--- src/dle_pkg.sv ---
// Purpose: shared constants and types of the decorated load engine
// Assumes: 32-bit single-layer AHB on both sides, one clock
// Notes: decoration bit positions, address bases, register offsets
package dle_pkg;

	// ========================================================================
	// AHB encodings
	localparam logic [1:0] DLE_HTRANS_IDLE = 2'h0;
	localparam logic [1:0] DLE_HTRANS_NONSEQ = 2'h2;
	localparam logic [2:0] DLE_SIZE_BYTE = 3'h0;
	localparam logic [2:0] DLE_SIZE_HALF = 3'h1;

	// ========================================================================
	// decorated address fields
	localparam int DLE_TOP_BIT = 31;
	localparam int DLE_SPACE_HI = 30;
	localparam int DLE_SPACE_LO = 29;
	localparam int DLE_OP_HI = 28;
	localparam int DLE_OP_LO = 26;
	localparam int DLE_BIT_HI = 25;
	localparam int DLE_BIT_LO = 21;
	localparam int DLE_EXT_B_HI = 27;
	localparam int DLE_EXT_B_LO = 23;
	localparam int DLE_EXT_W_HI = 22;
	localparam int DLE_EXT_W_LO = 19;
	localparam int DLE_OFF_BIT_HI = 19;
	localparam int DLE_OFF_EXT_HI = 18;
	localparam logic [1:0] DLE_SPACE_SRAM = 2'h1;
	localparam logic [1:0] DLE_SPACE_PERIPH = 2'h2;
	localparam logic [2:0] DLE_OP_CLEAR = 3'h2;
	localparam logic [2:0] DLE_OP_SET = 3'h3;
	localparam logic [31:0] DLE_BASE_SRAM = 32'h2000_0000;
	localparam logic [31:0] DLE_BASE_PERIPH = 32'h4000_0000;

	// ========================================================================
	// register map
	localparam logic [7:0] DLE_REG_CTRL = 8'h00;
	localparam logic [7:0] DLE_REG_STAT = 8'h04;
	localparam logic DLE_CTRL_RESET = 1'h1;
	localparam logic [1:0] DLE_KIND_CLEAR = 2'h1;
	localparam logic [1:0] DLE_KIND_SET = 2'h2;
	localparam logic [1:0] DLE_KIND_EXT = 2'h3;

	typedef enum logic [2:0] {
		DLE_ST_PASS = 3'b000,
		DLE_ST_RMW_RD = 3'b001,
		DLE_ST_RMW_WR = 3'b010,
		DLE_ST_EXT_RD = 3'b011,
		DLE_ST_EXT_RET = 3'b100
	} dle_state_e;

endpackage

--- src/dle_field_unit.sv ---
// Purpose: container alignment, one-hot and field masks of a decorated load
// Assumes: read data lane already chosen by the caller through lane_i
// Notes: purely combinational, the caller registers every result
`timescale 1ns/1ns
module dle_field_unit import dle_pkg::*; (
	input wire logic [31:0] rdata_i,
	input wire logic [2:0] size_i,
	input wire logic [1:0] lane_i,
	input wire logic [4:0] bpos_i,
	input wire logic [3:0] fw_i,
	input wire logic set_i,
	output logic [31:0] mod_o,
	output logic bit_o,
	output logic [31:0] field_o
);
	logic [4:0] sh;
	logic [31:0] cont;
	logic [31:0] cmask;
	logic [4:0] bsel;
	logic [31:0] onehot;
	logic [32:0] wmask;
	logic [31:0] fmask;

	always_comb begin
		sh = {lane_i, 3'b000};
		cont = rdata_i >> sh;
		if (size_i == DLE_SIZE_BYTE) begin
			cmask = 32'h0000_00FF;
			bsel = {2'b00, bpos_i[2:0]};
		end else if (size_i == DLE_SIZE_HALF) begin
			cmask = 32'h0000_FFFF;
			bsel = {1'b0, bpos_i[3:0]};
		end else begin
			cmask = 32'hFFFF_FFFF;
			bsel = bpos_i;
		end
		onehot = 32'h0000_0001 << bsel;
		bit_o = cont[bsel];
		// modified container goes back into its own byte lane
		mod_o = ((set_i ? (cont | onehot) : (cont & ~onehot)) & cmask) << sh;
		// field mask cut at the container top
		wmask = (33'h0_0000_0001 << ({1'b0, fw_i} + 5'h01)) - 33'h0_0000_0001;
		fmask = (wmask[31:0] << bpos_i) & cmask;
		field_o = cont & fmask;
	end
endmodule

--- src/dle_wb_regs.sv ---
// Purpose: Wishbone control and status registers of the decorated load engine
// Assumes: classic single cycle Wishbone, one ack per request
// Notes: unmapped offsets read zero and ignore writes
`timescale 1ns/1ns
module dle_wb_regs import dle_pkg::*; (
	input wire logic clk_i,
	input wire logic rst_i,
	input wire logic wb_cyc_i,
	input wire logic wb_stb_i,
	input wire logic wb_we_i,
	input wire logic [7:0] wb_adr_i,
	input wire logic [3:0] wb_sel_i,
	input wire logic [31:0] wb_dat_i,
	output logic [31:0] wb_dat_o,
	output logic wb_ack_o,
	input wire logic done_i,
	input wire logic [1:0] kind_i,
	input wire logic busy_i,
	output logic enable_o
);
	typedef struct packed {
		logic ack;
		logic [31:0] dat;
		logic enable;
		logic [15:0] count;
		logic [1:0] kind;
	} dle_wb_s;

	dle_wb_s q_r;
	dle_wb_s q_nxt;
	logic req;

	always_comb begin
		q_nxt = q_r;
		req = wb_cyc_i && wb_stb_i;
		q_nxt.ack = req && !q_r.ack;
		if (req && !q_r.ack) begin
			if (wb_adr_i == DLE_REG_CTRL) begin
				q_nxt.dat = {31'h0000_0000, q_r.enable};
			end else if (wb_adr_i == DLE_REG_STAT) begin
				q_nxt.dat = {13'h0000, busy_i, q_r.kind, q_r.count};
			end else begin
				q_nxt.dat = 32'h0000_0000;
			end
		end
		// writes land on the edge at which the master sees ack
		if (req && q_r.ack && wb_we_i) begin
			if (wb_adr_i == DLE_REG_CTRL && wb_sel_i[0]) begin
				q_nxt.enable = wb_dat_i[0];
			end
			if (wb_adr_i == DLE_REG_STAT) begin
				q_nxt.count = 16'h0000;
			end
		end
		// a completion in the clearing cycle still counts
		if (done_i) begin
			q_nxt.count = q_nxt.count + 16'h0001;
			q_nxt.kind = kind_i;
		end
	end

	always_ff @(posedge clk_i) begin
		if (rst_i) begin
			q_r <= '{ack: 1'b0, dat: 32'h0000_0000, enable: DLE_CTRL_RESET,
				count: 16'h0000, kind: 2'h0};
		end else begin
			q_r <= q_nxt;
		end
	end

	assign wb_dat_o = q_r.dat;
	assign wb_ack_o = q_r.ack;
	assign enable_o = q_r.enable;
endmodule

--- src/dle_engine.sv ---
// Purpose: decorated load engine between the core AHB master and the memory slaves
// Assumes: AHB single transfers, core and memory on clk_i, synchronous reset
// Notes: undecorated and decorated store traffic passes through unchanged
`timescale 1ns/1ns
module dle_engine import dle_pkg::*; (
	input wire logic clk_i,
	input wire logic rst_i,
	// core side
	input wire logic [31:0] s_haddr_i,
	input wire logic [1:0] s_htrans_i,
	input wire logic s_hwrite_i,
	input wire logic [2:0] s_hsize_i,
	input wire logic [3:0] s_hprot_i,
	input wire logic [31:0] s_hwdata_i,
	output logic [31:0] s_hrdata_o,
	output logic s_hready_o,
	output logic s_hresp_o,
	// memory side
	output logic [31:0] m_haddr_o,
	output logic [1:0] m_htrans_o,
	output logic m_hwrite_o,
	output logic [2:0] m_hsize_o,
	output logic [3:0] m_hprot_o,
	output logic [31:0] m_hwdata_o,
	input wire logic [31:0] m_hrdata_i,
	input wire logic m_hready_i,
	input wire logic m_hresp_i,
	// register bus
	input wire logic wb_cyc_i,
	input wire logic wb_stb_i,
	input wire logic wb_we_i,
	input wire logic [7:0] wb_adr_i,
	input wire logic [3:0] wb_sel_i,
	input wire logic [31:0] wb_dat_i,
	output logic [31:0] wb_dat_o,
	output logic wb_ack_o
);
	typedef struct packed {
		dle_state_e state;
		logic [31:0] addr;
		logic [2:0] size;
		logic [3:0] prot;
		logic [1:0] lane;
		logic set;
		logic [4:0] bpos;
		logic [3:0] fw;
		logic [31:0] data;
		logic [31:0] mod;
	} dle_engine_s;

	dle_engine_s st_r;
	dle_engine_s st_nxt;

	// ========================================================================
	// decode of the core address phase
	logic enable;
	logic [1:0] dec_space;
	logic [2:0] dec_op;
	logic dec_in_space;
	logic dec_ext;
	logic dec_bit;
	logic dec_load;
	logic accept;
	logic [19:0] dec_off;
	logic [31:0] dec_addr;
	logic [1:0] dec_lane;

	always_comb begin
		dec_space = s_haddr_i[DLE_SPACE_HI:DLE_SPACE_LO];
		dec_op = s_haddr_i[DLE_OP_HI:DLE_OP_LO];
		dec_in_space = !s_haddr_i[DLE_TOP_BIT]
			&& (dec_space == DLE_SPACE_SRAM || dec_space == DLE_SPACE_PERIPH);
		dec_ext = dec_op[2];
		dec_bit = (dec_op == DLE_OP_CLEAR) || (dec_op == DLE_OP_SET);
		dec_load = enable && dec_in_space && !s_hwrite_i && (dec_ext || dec_bit)
			&& s_htrans_i[1];
		if (dec_ext) begin
			dec_off = {1'b0, s_haddr_i[DLE_OFF_EXT_HI:0]};
		end else begin
			dec_off = s_haddr_i[DLE_OFF_BIT_HI:0];
		end
		dec_addr = ((dec_space == DLE_SPACE_SRAM) ? DLE_BASE_SRAM : DLE_BASE_PERIPH)
			| {12'h000, dec_off};
		if (s_hsize_i == DLE_SIZE_BYTE) begin
			dec_lane = s_haddr_i[1:0];
		end else if (s_hsize_i == DLE_SIZE_HALF) begin
			dec_lane = {s_haddr_i[1], 1'b0};
		end else begin
			dec_lane = 2'h0;
		end
	end

	// ========================================================================
	// bit and field arithmetic on the memory read data
	logic [31:0] fu_mod;
	logic fu_bit;
	logic [31:0] fu_field;

	dle_field_unit u_field (
		.rdata_i(m_hrdata_i),
		.size_i(st_r.size),
		.lane_i(st_r.lane),
		.bpos_i(st_r.bpos),
		.fw_i(st_r.fw),
		.set_i(st_r.set),
		.mod_o(fu_mod),
		.bit_o(fu_bit),
		.field_o(fu_field)
	);

	// ========================================================================
	// core side answer
	always_comb begin
		s_hrdata_o = m_hrdata_i;
		s_hresp_o = m_hresp_i;
		s_hready_o = m_hready_i;
		case (st_r.state)
			DLE_ST_PASS: begin
				s_hready_o = m_hready_i;
			end
			DLE_ST_RMW_RD, DLE_ST_EXT_RD: begin
				s_hready_o = 1'b0;
				s_hresp_o = 1'b0;
			end
			DLE_ST_RMW_WR: begin
				s_hrdata_o = st_r.data;
				s_hready_o = m_hready_i;
			end
			DLE_ST_EXT_RET: begin
				s_hrdata_o = st_r.data >> st_r.bpos;
				s_hready_o = 1'b1;
				s_hresp_o = 1'b0;
			end
			default: begin
				s_hready_o = m_hready_i;
			end
		endcase
		accept = s_hready_o && s_htrans_i[1];
	end

	// ========================================================================
	// memory side address and write data
	always_comb begin
		m_haddr_o = dec_load ? dec_addr : s_haddr_i;
		m_htrans_o = s_htrans_i;
		m_hwrite_o = s_hwrite_i;
		m_hsize_o = s_hsize_i;
		m_hprot_o = s_hprot_i;
		m_hwdata_o = s_hwdata_i;
		case (st_r.state)
			DLE_ST_RMW_RD: begin
				// core request is held off, only the write may follow the read
				m_haddr_o = st_r.addr;
				m_htrans_o = DLE_HTRANS_NONSEQ;
				m_hwrite_o = 1'b1;
				m_hsize_o = st_r.size;
				m_hprot_o = st_r.prot;
			end
			DLE_ST_EXT_RD: begin
				m_haddr_o = st_r.addr;
				m_htrans_o = DLE_HTRANS_IDLE;
				m_hwrite_o = 1'b0;
				m_hsize_o = st_r.size;
				m_hprot_o = st_r.prot;
			end
			DLE_ST_RMW_WR: begin
				m_hwdata_o = st_r.mod;
			end
			default: begin
				m_hwdata_o = s_hwdata_i;
			end
		endcase
	end

	// ========================================================================
	// sequencer
	logic accept_next;

	always_comb begin
		st_nxt = st_r;
		accept_next = 1'b0;
		case (st_r.state)
			DLE_ST_PASS, DLE_ST_RMW_WR, DLE_ST_EXT_RET: begin
				accept_next = accept;
				if (s_hready_o) begin
					st_nxt.state = DLE_ST_PASS;
				end
			end
			DLE_ST_RMW_RD: begin
				if (m_hready_i) begin
					st_nxt.data = {31'h0000_0000, fu_bit};
					st_nxt.mod = fu_mod;
					st_nxt.state = DLE_ST_RMW_WR;
				end
			end
			DLE_ST_EXT_RD: begin
				if (m_hready_i) begin
					st_nxt.data = fu_field;
					st_nxt.state = DLE_ST_EXT_RET;
				end
			end
			default: begin
				st_nxt.state = DLE_ST_PASS;
			end
		endcase
		if (accept_next && dec_load) begin
			// capture of the stripped address and attributes in cycle x
			st_nxt.addr = dec_addr;
			st_nxt.size = s_hsize_i;
			st_nxt.prot = s_hprot_i;
			st_nxt.lane = dec_lane;
			if (dec_ext) begin
				st_nxt.state = DLE_ST_EXT_RD;
				st_nxt.bpos = s_haddr_i[DLE_EXT_B_HI:DLE_EXT_B_LO];
				st_nxt.fw = s_haddr_i[DLE_EXT_W_HI:DLE_EXT_W_LO];
				st_nxt.set = 1'b0;
			end else begin
				st_nxt.state = DLE_ST_RMW_RD;
				st_nxt.bpos = s_haddr_i[DLE_BIT_HI:DLE_BIT_LO];
				st_nxt.fw = 4'h0;
				st_nxt.set = (dec_op == DLE_OP_SET);
			end
		end
	end

	always_ff @(posedge clk_i) begin
		if (rst_i) begin
			st_r <= '{state: DLE_ST_PASS, addr: 32'h0000_0000, size: 3'h0, prot: 4'h0,
				lane: 2'h0, set: 1'b0, bpos: 5'h00, fw: 4'h0,
				data: 32'h0000_0000, mod: 32'h0000_0000};
		end else begin
			st_r <= st_nxt;
		end
	end

	// ========================================================================
	// control and status registers
	logic done;
	logic [1:0] kind;

	always_comb begin
		done = (st_r.state == DLE_ST_RMW_WR || st_r.state == DLE_ST_EXT_RET) && s_hready_o;
		if (st_r.state == DLE_ST_EXT_RET) begin
			kind = DLE_KIND_EXT;
		end else if (st_r.set) begin
			kind = DLE_KIND_SET;
		end else begin
			kind = DLE_KIND_CLEAR;
		end
	end

	dle_wb_regs u_regs (
		.clk_i(clk_i),
		.rst_i(rst_i),
		.wb_cyc_i(wb_cyc_i),
		.wb_stb_i(wb_stb_i),
		.wb_we_i(wb_we_i),
		.wb_adr_i(wb_adr_i),
		.wb_sel_i(wb_sel_i),
		.wb_dat_i(wb_dat_i),
		.wb_dat_o(wb_dat_o),
		.wb_ack_o(wb_ack_o),
		.done_i(done),
		.kind_i(kind),
		.busy_i(st_r.state != DLE_ST_PASS),
		.enable_o(enable)
	);

	logic rd_phase;
	assign rd_phase = (st_r.state == DLE_ST_RMW_RD) || (st_r.state == DLE_ST_EXT_RD);
endmodule

--- config.mk ---
export PLATFORM = sky130hd
export DESIGN_NAME = dle_engine
export DESIGN_NICKNAME = d
export VERILOG_FILES = /design/src/dle_pkg.sv /design/src/dle_field_unit.sv /design/src/dle_wb_regs.sv /design/src/dle_engine.sv
export SDC_FILE = /design/constraint.sdc
export NUM_CORES = 1
export LEC_CHECK = 0
export BUFFER_PORTS_ARGS = -buffer_cell sky130_fd_sc_hd__buf_2
export CORE_MARGIN = 4
export CORE_UTILIZATION = 52
export CTS_BUF_LIST = sky130_fd_sc_hd__clkbuf_8
export DETAILED_ROUTE_END_ITERATION = 7
export GPL_TIMING_DRIVEN = 0
export PLACE_DENSITY_LB_ADDON = 0.08
export REMOVE_ABC_BUFFERS = 1
export SYNTH_ARGS = -nofsm -noshare
export SYNTH_HDL_FRONTEND = slang
export SYNTH_SLANG_ARGS = --single-unit
--- constraint.sdc ---
create_clock -name clk_i -period 3.23 [get_ports clk_i]
set_input_delay 0.323 -clock clk_i [delete_from_list [all_inputs] [get_ports clk_i]]
set_output_delay 0.323 -clock clk_i [all_outputs]
set_load 0.01 [all_outputs]
# After elaboration in Yosys (flattened, before gate mapping)
# Index checks and enable logic that the tools add are counted.
word_totals:
  in_bits: 157
  memories: 0
  register_bits: 170
  latchBits: 0
  output_inout_bits: 141
  ram_bits: 0
  word_cells: 120
  romBits: 0
op_classes:
  bitwise: 7
  addsub: 3
  n_shift: 6
  reduce_logical: 33
  div: 0
  n_lt_le_gt_ge: 1
  eq_ne: 16
  mux: 39
  multipliers: 0
ops:
  columns: ["operator", "n"]
  rows:
  - ["32-bit 2-to-1 mux", 7]
  - ["32-bit AND", 4]
  - ["32-bit one-hot mux with 2 select lines", 2]
  - ["64-bit 2-to-1 mux", 1]
  - ["1-bit by 5-bit left shift with 32-bit output, first input constant", 2]
  - ["32-bit by 5-bit left shift with 32-bit output", 2]
  - ["32-bit by 5-bit right shift with 32-bit output", 2]
  - ["54-bit 2-to-1 mux", 1]
  - ["19-bit 2-to-1 mux", 2]
  - ["16-bit 2-to-1 mux", 2]
  - ["32-bit NOT", 1]
  - ["32-bit OR", 1]
  - ["32-bit by 1-bit subtractor with 32-bit output, second input constant", 1]
  - ["31-bit 2-to-1 mux", 1]
  - ["31-bit by 20-bit OR with 31-bit output", 1]
  - ["20-bit 2-to-1 mux", 1]
  - ["18-bit 2-to-1 mux", 1]
  - ["16-bit by 1-bit adder with 16-bit output, second input constant", 1]
  - ["1-bit logical AND", 13]
  - ["3-bit by 2-bit == test with 1-bit output, second input constant", 4]
  - ["3-bit 2-to-1 mux", 4]
  - ["10-bit 2-to-1 mux", 1]
  - ["2-bit 2-to-1 mux", 5]
  - ["5-bit 2-to-1 mux", 2]
  - ["25 further kinds", 43]

# Logic depth before layout (Yosys ltp)
# Gate-level depths: netlist of run 1.
depth:
  depth_word: 11
  ltp_mapped: 13
  depth_no_buf: 10

# Modules after synthesis
# From an unflattened synthesis of run 1, not the netlist that was laid out.
hier_totals:
  hier_cells: 1760
  hier_area_um2: 13156.4
modules_own_cells:
  columns: ["module", "n_inst", "area_each_um2", "seq_area_each_um2", "cells_each"]
  rows:
  - ["dle_engine", 1, 7268.2, 2162.1, 964]
  - ["dle_field_unit", 1, 4041.4, 0.0, 590]
  - ["dle_wb_regs", 1, 1846.8, 780.7, 206]

# Least setup slack after synthesis of run 1
# Ideal clock, no wire load.
synth_timing:
  kind: "reg-to-reg"
  startpoint: "register st_r[64] (netlist name)"
  endpoint: "register st_r[56] (netlist name)"
  path_slack_ns: 0.581
  setup_ns: 0.117
  path_buffers: 2
  t_required_ns: 3.113
  path_stages_with_launch: 12
  arrival_ns: 2.531
  period_less_slack_ns: 2.649
  path_cell_list: "dfxtp_1 buf_2 nor3_1 nand2_1 ha_1 buf_2 o31ai_1 a21oi_1 a2111oi_0 a21oi_1 or3_1 a32o_1"
synth_between:
  elab_chain_len: 8
synth_rtl:
  columns: ["item", "line", "text"]
  rows:
  - ["start, declared", "dle_engine.sv:51", "dle_engine_s st_r;"]
  - ["start signal, assigned", "dle_engine.sv:228", "st_r <= '{state: DLE_ST_PASS, addr: 32'h0000_0000, size: 3'h0, prot: 4'h0,"]
  - ["start signal, assigned", "dle_engine.sv:232", "st_r <= st_nxt;"]
  - ["4-bit by 1-bit adder with 5-bit output", "dle_field_unit.sv:42", "wmask = (33'h0_0000_0001 << ({1'b0, fw_i} + 5'h01)) - 33'h0_0000_0001;"]
  - ["1-bit by 5-bit left shift with 32-bit output", "dle_field_unit.sv:42", null]
  - ["32-bit by 1-bit subtractor with 32-bit output", "dle_field_unit.sv:42", null]
  - ["32-bit by 5-bit left shift with 32-bit output", "dle_field_unit.sv:43", "fmask = (wmask[31:0] << bpos_i) & cmask;"]
  - ["32-bit AND", "dle_field_unit.sv:43", null]
  - ["32-bit AND", "dle_field_unit.sv:44", "field_o = cont & fmask;"]
  - ["32-bit 2-to-1 mux", "dle_engine.sv:197", "if (m_hready_i) begin"]
  - ["32-bit one-hot mux with 2 select lines", "dle_engine.sv:182", "case (st_r.state)"]
# Every way passes these cells. The select of a mux whose other input is x is not followed.
# A chain may end at the register's enable or synchronous reset.

# Worst setup path in the final report of run 1
layout_timing:
  startpoint: "register st_r[68] (netlist name)"
  endpoint: "output port s_hrdata_o[1]"
layout_between:
  elab_chain_len: 2
layout_rtl:
  columns: ["item", "line", "text"]
  rows:
  - ["32-bit by 5-bit right shift with 32-bit output", "dle_engine.sv:130", "s_hrdata_o = st_r.data >> st_r.bpos;"]
  - ["32-bit one-hot mux with 2 select lines", "dle_engine.sv:117", "case (st_r.state)"]
  - ["end, declared", "dle_engine.sv:15", "output logic [31:0] s_hrdata_o,"]
# Every way passes these cells.

==> reports/metrics.cfg, run 1 <==
[final_layout]
final_util_pct=60.60
design_area_mm2=0.01372
syn2layout_area_growth_pct=14.88
fin_nets=1916
antennaDiodeCount=0
fill_cells=2167
drive_above_1_share_pct=25.33

[worst_hold_path]
worstHoldPathCells=3
min_path_type=in2reg
worstHoldStart=wb_dat_i[0]
hold_end=u_regs.enable_o$_SDFFE_PP1P_

[floorplanning]
rows=55
floorplan.initialDensity_pct=52.75
ioPinCount=298
fp.dieH_um=159.6
die_area_mm2=0.02546
core_mm2=0.02264
die_width_um=159.6

[place]
routabilityCongestion=0.9996
post-dp-hpwl_um=31610
io_buffers=250
post_dp_cell_area_mm2=0.01300
dpl_worst_slack_ps=-895.6

[drt]
vias_per_cell=6.567
first_pass_iters=8
drt-initial-drc-count=1627
routed_wl_um=45400
detail-route-antenna-nets=0
routedWlPerCell_um=22.10
drc_errors=0
vias=13490

[global_route]
grt_max_degree=85
globalRouteOverflowTotal=0
antenna_found_initial=0
grt_pass1_wl_um=70460
grt_usage_pct=33.86
grt_pass1_vias=12510

[synthesis]
syn_inst=1629
synth_cell_types=85
synth_edf_count=0
yosysSeqAreaShare_pct=24.64
ys_seq_elements=147
ys.flop_type=dfxtp_1
yosysWarningCount=0
avgSynthCellArea_um2=7.332
synth_area_mm2=0.01194
async_flop_share_pct=0

[timing]
max_freq_mhz=317.1
hold_viol_final=0
fin_crit_ps=3153
min_period_over_period_pct=97.63
setup_viol=0
fin_ws_ps=76.58
finalClockSkew_ps=24.20
maxSlewHeadroom_pct=15.33
worstMarginPinSlew_ps=1267
drv_slew=0
grt_setup_unrepaired=false

[clock_network]
cts.sinks=147
ctsHoldBuffers=0
cts_buffers=17
cts_tree=done
clk_latency_ps=470
cts_max_level=4
cts_buffer_depth=2
path_clk_slew_ps=100
root_buffer=clkbuf_8

[worst_setup_path]
arrival_ps=2830
rr_worst_depth=10
rr_startpoint=st_r[65]$_SDFFE_PP0P_
crit_fanout=84
startpoint_type=flop
r2r_end=st_r[61]$_SDFFE_PP0P_
r2r_slack_ps=160
cp-end-kind=primary output
worstSetupPathType=reg2out
worstPathRequired_ps=2910

[power]
power_leakage_nw=5.365
vdd_ir_drop_max_v=0.0003132
powerDensity_mw_per_mm2=298.4

[outcome]
status=complete, no violations

[job]
drv_cap=0

-- cells by family (layout without fill, tap and decap cells) --
kind of cell | Yosys count | after routing | share of synthesized area [%]
xor gates and xnor gates | 16 | 16 | 1.173
DFF | 147 | 147 | 24.64
adders and majority gates | 3 | 3 | 0.3143
other | 2 | 14 | 0.06288
and+or+nand+nor | 649 | 650 | 24.62
buffers and inverters | 193 | 320 | 7.658
muxes | 155 | 155 | 15.71
AOI/OAI and AO/OA | 464 | 464 | 25.82
-- synth_stat cells, types with 8 or more instances --
master,count,area share (%)
nand2_1,293,9.2
nor2_1,166,5.2
dfxtp_1,147,25
a21oi_1,121,5.1
clkbuf_1,84,2.6
mux2i_1,75,6.3
o21ai_0,73,3.1
a22oi_1,61,3.8
mux2_2,60,5.7
buf_2,41,1.7
buf_4,37,2.3
nand3_1,36,1.5
nor3_1,35,1.5
a211oi_1,32,2.0
a31oi_1,23,1.2
mux4_2,20,3.8
o22ai_1,20,1.0
and2_1,18,0.94
o211ai_1,16,1.0
nor2b_1,15,0.79
buf_1,14,0.44
o221ai_1,14,1.0
inv_1,12,0.38
or3_1,12,0.63
and3_1,11,0.58
o31ai_1,11,0.69
xor2_1,10,0.73
nand2b_1,9,0.47
a211o_1,8,0.59
a32oi_1,8,0.59
nand4_1,8,0.42
-- worst max path at each step --
stage | start | endpoint | slack (ps) | cells past startpoint
after floorplan | st_r[116]$_SDFFE_PP0P_ | s_hrdata_o[14] | -1820 | 6
after global placement | st_r[116]$_SDFFE_PP0P_ | s_hrdata_o[28] | -4820 | 6
after detailed placement | st_r[72]$_SDFFE_PP0P_ | st_r[30]$_SDFFE_PP0P_ | -900 | 7
after CTS | st_r[116]$_SDFFE_PP0P_ | s_hrdata_o[28] | 4 | 7
after global routing | st_r[68]$_SDFFE_PP0P_ | s_hrdata_o[1] | 1 | 9
final | st_r[68]$_SDFFE_PP0P_ | s_hrdata_o[1] | 80 | 9
-- cell type report --
class | instances | area (um2) | area share [%]
Tap cell | 285 | 356.6 | 2.599
Clock inverter | 15 | 206.4 | 1.505
Timing Repair Buffer | 268 | 1575 | 11.48
Timing Repair inverter | 3 | 20.02 | 0.1459
Sequential cell | 147 | 2977 | 21.69
Multi-Input combinational cell | 1302 | 8272 | 60.29
Clock buffer | 17 | 234.0 | 1.705
Inverter | 17 | 80.08 | 0.5836
-- layout by cell type, fill, tap and decap left out, types with 36 or more instances in the layout --
cell type  instances
a22oi_1           60
nand3_1           36
dfxtp_1          136
a21oi_1          120
nand2_1          291
nor2_1           163
mux2i_1           74
mux2_2            60
buf_2            249
o21ai_0           72
-- worst max-delay path: stages, from the launching register on --
cell and delay [ps]:
dfxtp_4 380, buf_16 330, nor2b_4 390, nand2_1 90, o21ai_0 250, mux2i_1 330
nand2_1 140, o21ai_0 100, o221ai_1 180, buf_2 170
-- stage by stage --
stage               power [mW]  TNS, ps  std cells  hold slack, ps
floorplan                2.192  -103620       1465           387.6
global placement         2.498  -369340       2000           439.7
detailed placement       2.509   -26080       2010           444.5
CTS                      4.089        0       2047           67.36
global route             4.237        0       2054           63.12
finish                   4.094        0       2054           78.03
-- report_power, final --
| group | switching [mW] | total (mW) | leakage (nW) | internal (mW) |
|---|---|---|---|---|
| clock network | 0.925 | 1.60 | 0.216 | 0.674 |
| logic | 0.405 | 0.663 | 3.96 | 0.257 |
| registers | 0.0183 | 1.83 | 1.19 | 1.81 |
-- timing repair --
item | in CTS | in global routing
gates cloned | 4 | 1
gates resized for setup | 21 | 22
endpoints found under the hold margin | 0 | 0
setup buffers | 1 | 6
pin swaps | 1 | 1
endpoints found under the setup margin | 85 | 51
-- state kept, by name (all words and copies together) (netlist names) --
signal / count
st_r: 108
u_regs.wb_dat_o: 19
u_regs.q_r: 18
u_regs.enable_o: 1
u_regs.wb_ack_o: 1
-- per-layer routing --
| metal | up-vias | share of wire [%] | routed length [um] | global-route usage [%] |
|---|---|---|---|---|
| met3 | 165 | 12 | 5655 | 8.672 |
| met2 | 919 | 44 | 20000 | 52.36 |
| met5 | - | 0 | 0 | 0 |
| met1 | 6250 | 39 | 17850 | 45.39 |
| li1 | 6154 | - | - | - |
| met4 | 0 | 4.2 | 1900 | 13.25 |
Power figures use the tool's default switching activity.
==> run 2: changes to the inputs <==
- CELL_PAD_IN_SITES_DETAIL_PLACEMENT: not set -> 1
- CELL_PAD_IN_SITES_GLOBAL_PLACEMENT: not set -> 1
- CORE_ASPECT_RATIO: not set -> 0.75
- CORE_UTILIZATION: 52 -> 40
==> reports/metrics.cfg, run 2 (same netlist as run 1, synthesis figures left out) <==
[power]
pwr-share-seq_pct=45.9  ; +1.1 points
comb_power_share_pct=17.0  ; +0.8 points
power_leakage_nw=5.358  ; -0.12%
clockPowerShare_pct=37.1  ; -2.0 points
switchingPower_mw=1.266  ; -6.1%
vdd_ir_drop_max_v=0.0002373  ; -24%
sw_frac_of_total_pct=31.68  ; -1.3 points
powerDensity_mw_per_mm2=288.8  ; -3.2%
intPower_mw=2.730  ; -0.57%

[worst_setup_path]
worstSetupPathType=reg2out
cp-end-kind=primary output
crit_family=buffers and inverters
path_cells=inv_4 > nand4_1 > o221ai_1 > buf_2
critPathBufInv=2  ; unchanged
arrival_ps=2820  ; about the same
worstPathRequired_ps=2910  ; about the same
crit_fanout=39  ; -54%
slowest_stage=nand4_1
startpoint_type=flop
cp_slowest_stage_delay_ps=610  ; +220 ps

[global_route]
antenna_found_initial=3  ; +3
globalRouteOverflowTotal=0  ; unchanged
grt_max_degree=69  ; -19%
grt_usage_pct=29.92  ; -3.9 points
grt_pass1_vias=13210  ; +5.6%
grt_pass1_wl_um=77940  ; +11%

[clock_network]
cts_buffers=17  ; unchanged
clk_latency_ps=490  ; +20 ps
cts.sinks=147  ; unchanged
path_clk_slew_ps=80  ; -20 ps
root_buffer=clkbuf_8
cts_buffer_depth=2  ; unchanged
cts_tree=done
cts_max_level=4  ; unchanged

[drt]
vias_per_cell=6.325  ; -3.7%
met2_length_um=21830  ; +9.2%
top_layer=met5
routed_wl_um=51790  ; +14%
m1WireLength_um=22950  ; +29%
first_pass_iters=6  ; -2
drt-initial-drc-count=1109  ; -32%
drc_errors=0  ; unchanged
vias=13690  ; +1.5%
routedWlPerCell_um=23.92  ; +8.2%
route.met3.wl_um=5561  ; -1.7%
detail-route-antenna-nets=0  ; unchanged

[floorplanning]
core_mm2=0.02926  ; +29%
fp.dieH_um=157.7  ; -1.2%
floorplan.initialDensity_pct=40.83  ; -12 points
rows=54  ; -1.8%
die_width_um=207.5  ; +30%
die_area_mm2=0.03272  ; +29%
ioPinCount=298  ; unchanged

[final_layout]
drive_above_1_share_pct=25.73  ; +0.41 points
mostFrequentLayoutCell=nand2_1
design_area_mm2=0.01384  ; +0.86%
layout_common_cells=292 x nand2_1, 249 x buf_2, 163 x nor2_1
largest_reg_flops=108  ; unchanged
fin_nets=1919  ; +0.16%
syn2layout_area_growth_pct=15.86
top_register=st_r

[timing]
setup_viol=0  ; unchanged
min_period_over_period_pct=97.25  ; -0.38 points
worstMarginPinSlew_ps=1301  ; +34.27 ps
fin_crit_ps=3141  ; -12.35 ps
finalClockSkew_ps=21.57  ; -2.627 ps
drv_slew=0  ; unchanged
finalHoldWorstSlack_ps=73.27  ; -4.759 ps
maxSlewHeadroom_pct=13.04  ; -2.3 points
finalSetupTns_ps=0  ; unchanged
max_freq_mhz=318.4  ; +0.39%
grt_setup_unrepaired=false
hold_viol_final=0  ; unchanged

[outcome]
status=complete, no violations

[place]
io_buffers=250  ; unchanged
post_dp_cell_area_mm2=0.01313  ; +0.95%
routabilityCongestion=0.9335  ; -6.6%
post-dp-hpwl_um=37310  ; +18%

[job]
drv_cap=0  ; unchanged

[worst_hold_path]
min_path_type=in2reg

-- run 2: path summary, 6_finish.rpt --
check | startpoint | end | slack (ps) | cells after the start
min reg2reg | st_r[90]$_SDFFE_PP0P_ | st_r[90]$_SDFFE_PP0P_ | 460 | 2
max | st_r[71]$_SDFFE_PP0P_ | s_hrdata_o[15] | 90 | 4
max reg2reg | st_r[65]$_SDFFE_PP0P_ | st_r[44]$_SDFFE_PP0P_ | 160 | 10
min | wb_dat_i[0] | u_regs.enable_o$_SDFFE_PP1P_ | 70 | 3
-- run 2: through the flow --
step | cells | power, mW | util [%] | setup slack, ps
2_1_floorplan | 1465 | 2.192 | - | -1818
3_3_place_gp | 2107 | 2.511 | 44.03 | -4958
3_5_place_dp | 2117 | 2.528 | 44.87 | -986.0
4_1_cts | 2154 | 3.999 | 46.67 | -14.54
5_1_grt | 2164 | 4.158 | 47.29 | 0.5842
6_report | 2165 | 3.996 | 47.30 | 88.93
-- run 2: routing by layer --
metal / global-route usage, % / up-vias
li1: - / 6162
met4: 8.842 / 6
met1: 41.39 / 6723
met3: 9.390 / 122
met2: 45.09 / 681
met5: 0 / -
-- run 2: tightest hold or removal path: cells and delay by family --
family / cells / cell delay [ps]
muxes: 1 / 60
buffers and inverters: 1 / 70
and+or+nand+nor: 1 / 60
-- run 2: cell type report --
cell class	instances	area, um2
Timing Repair Buffer	274	1624
Clock buffer	19	261.5
Multi-Input combinational cell	1301	8274
Sequential cell	147	2980
Clock inverter	13	120.1
Timing Repair inverter	1	7.507
Fill cell	3748	15420
Tap cell	392	490.5
Antenna cell	1	2.502
Inverter	17	77.57
-- run 2: what timing repair did --
item | CTS | global route
gates cloned | 1 | 0
hold buffers | 0 | 0
gates resized for setup | 26 | 18
setup endpoints to repair | 86 | 63
setup buffers | 4 | 10
pin swaps | 1 | 2
-- run 2: power groups by stage --
stage | clock network, mW | logic (mW) | registers, mW
floorplan | 0 | 0.307 | 1.89
global placement | 0 | 0.614 | 1.90
detailed placement | 0 | 0.640 | 1.89
CTS | 1.50 | 0.657 | 1.84
global route | 1.59 | 0.730 | 1.83
finish | 1.48 | 0.681 | 1.83
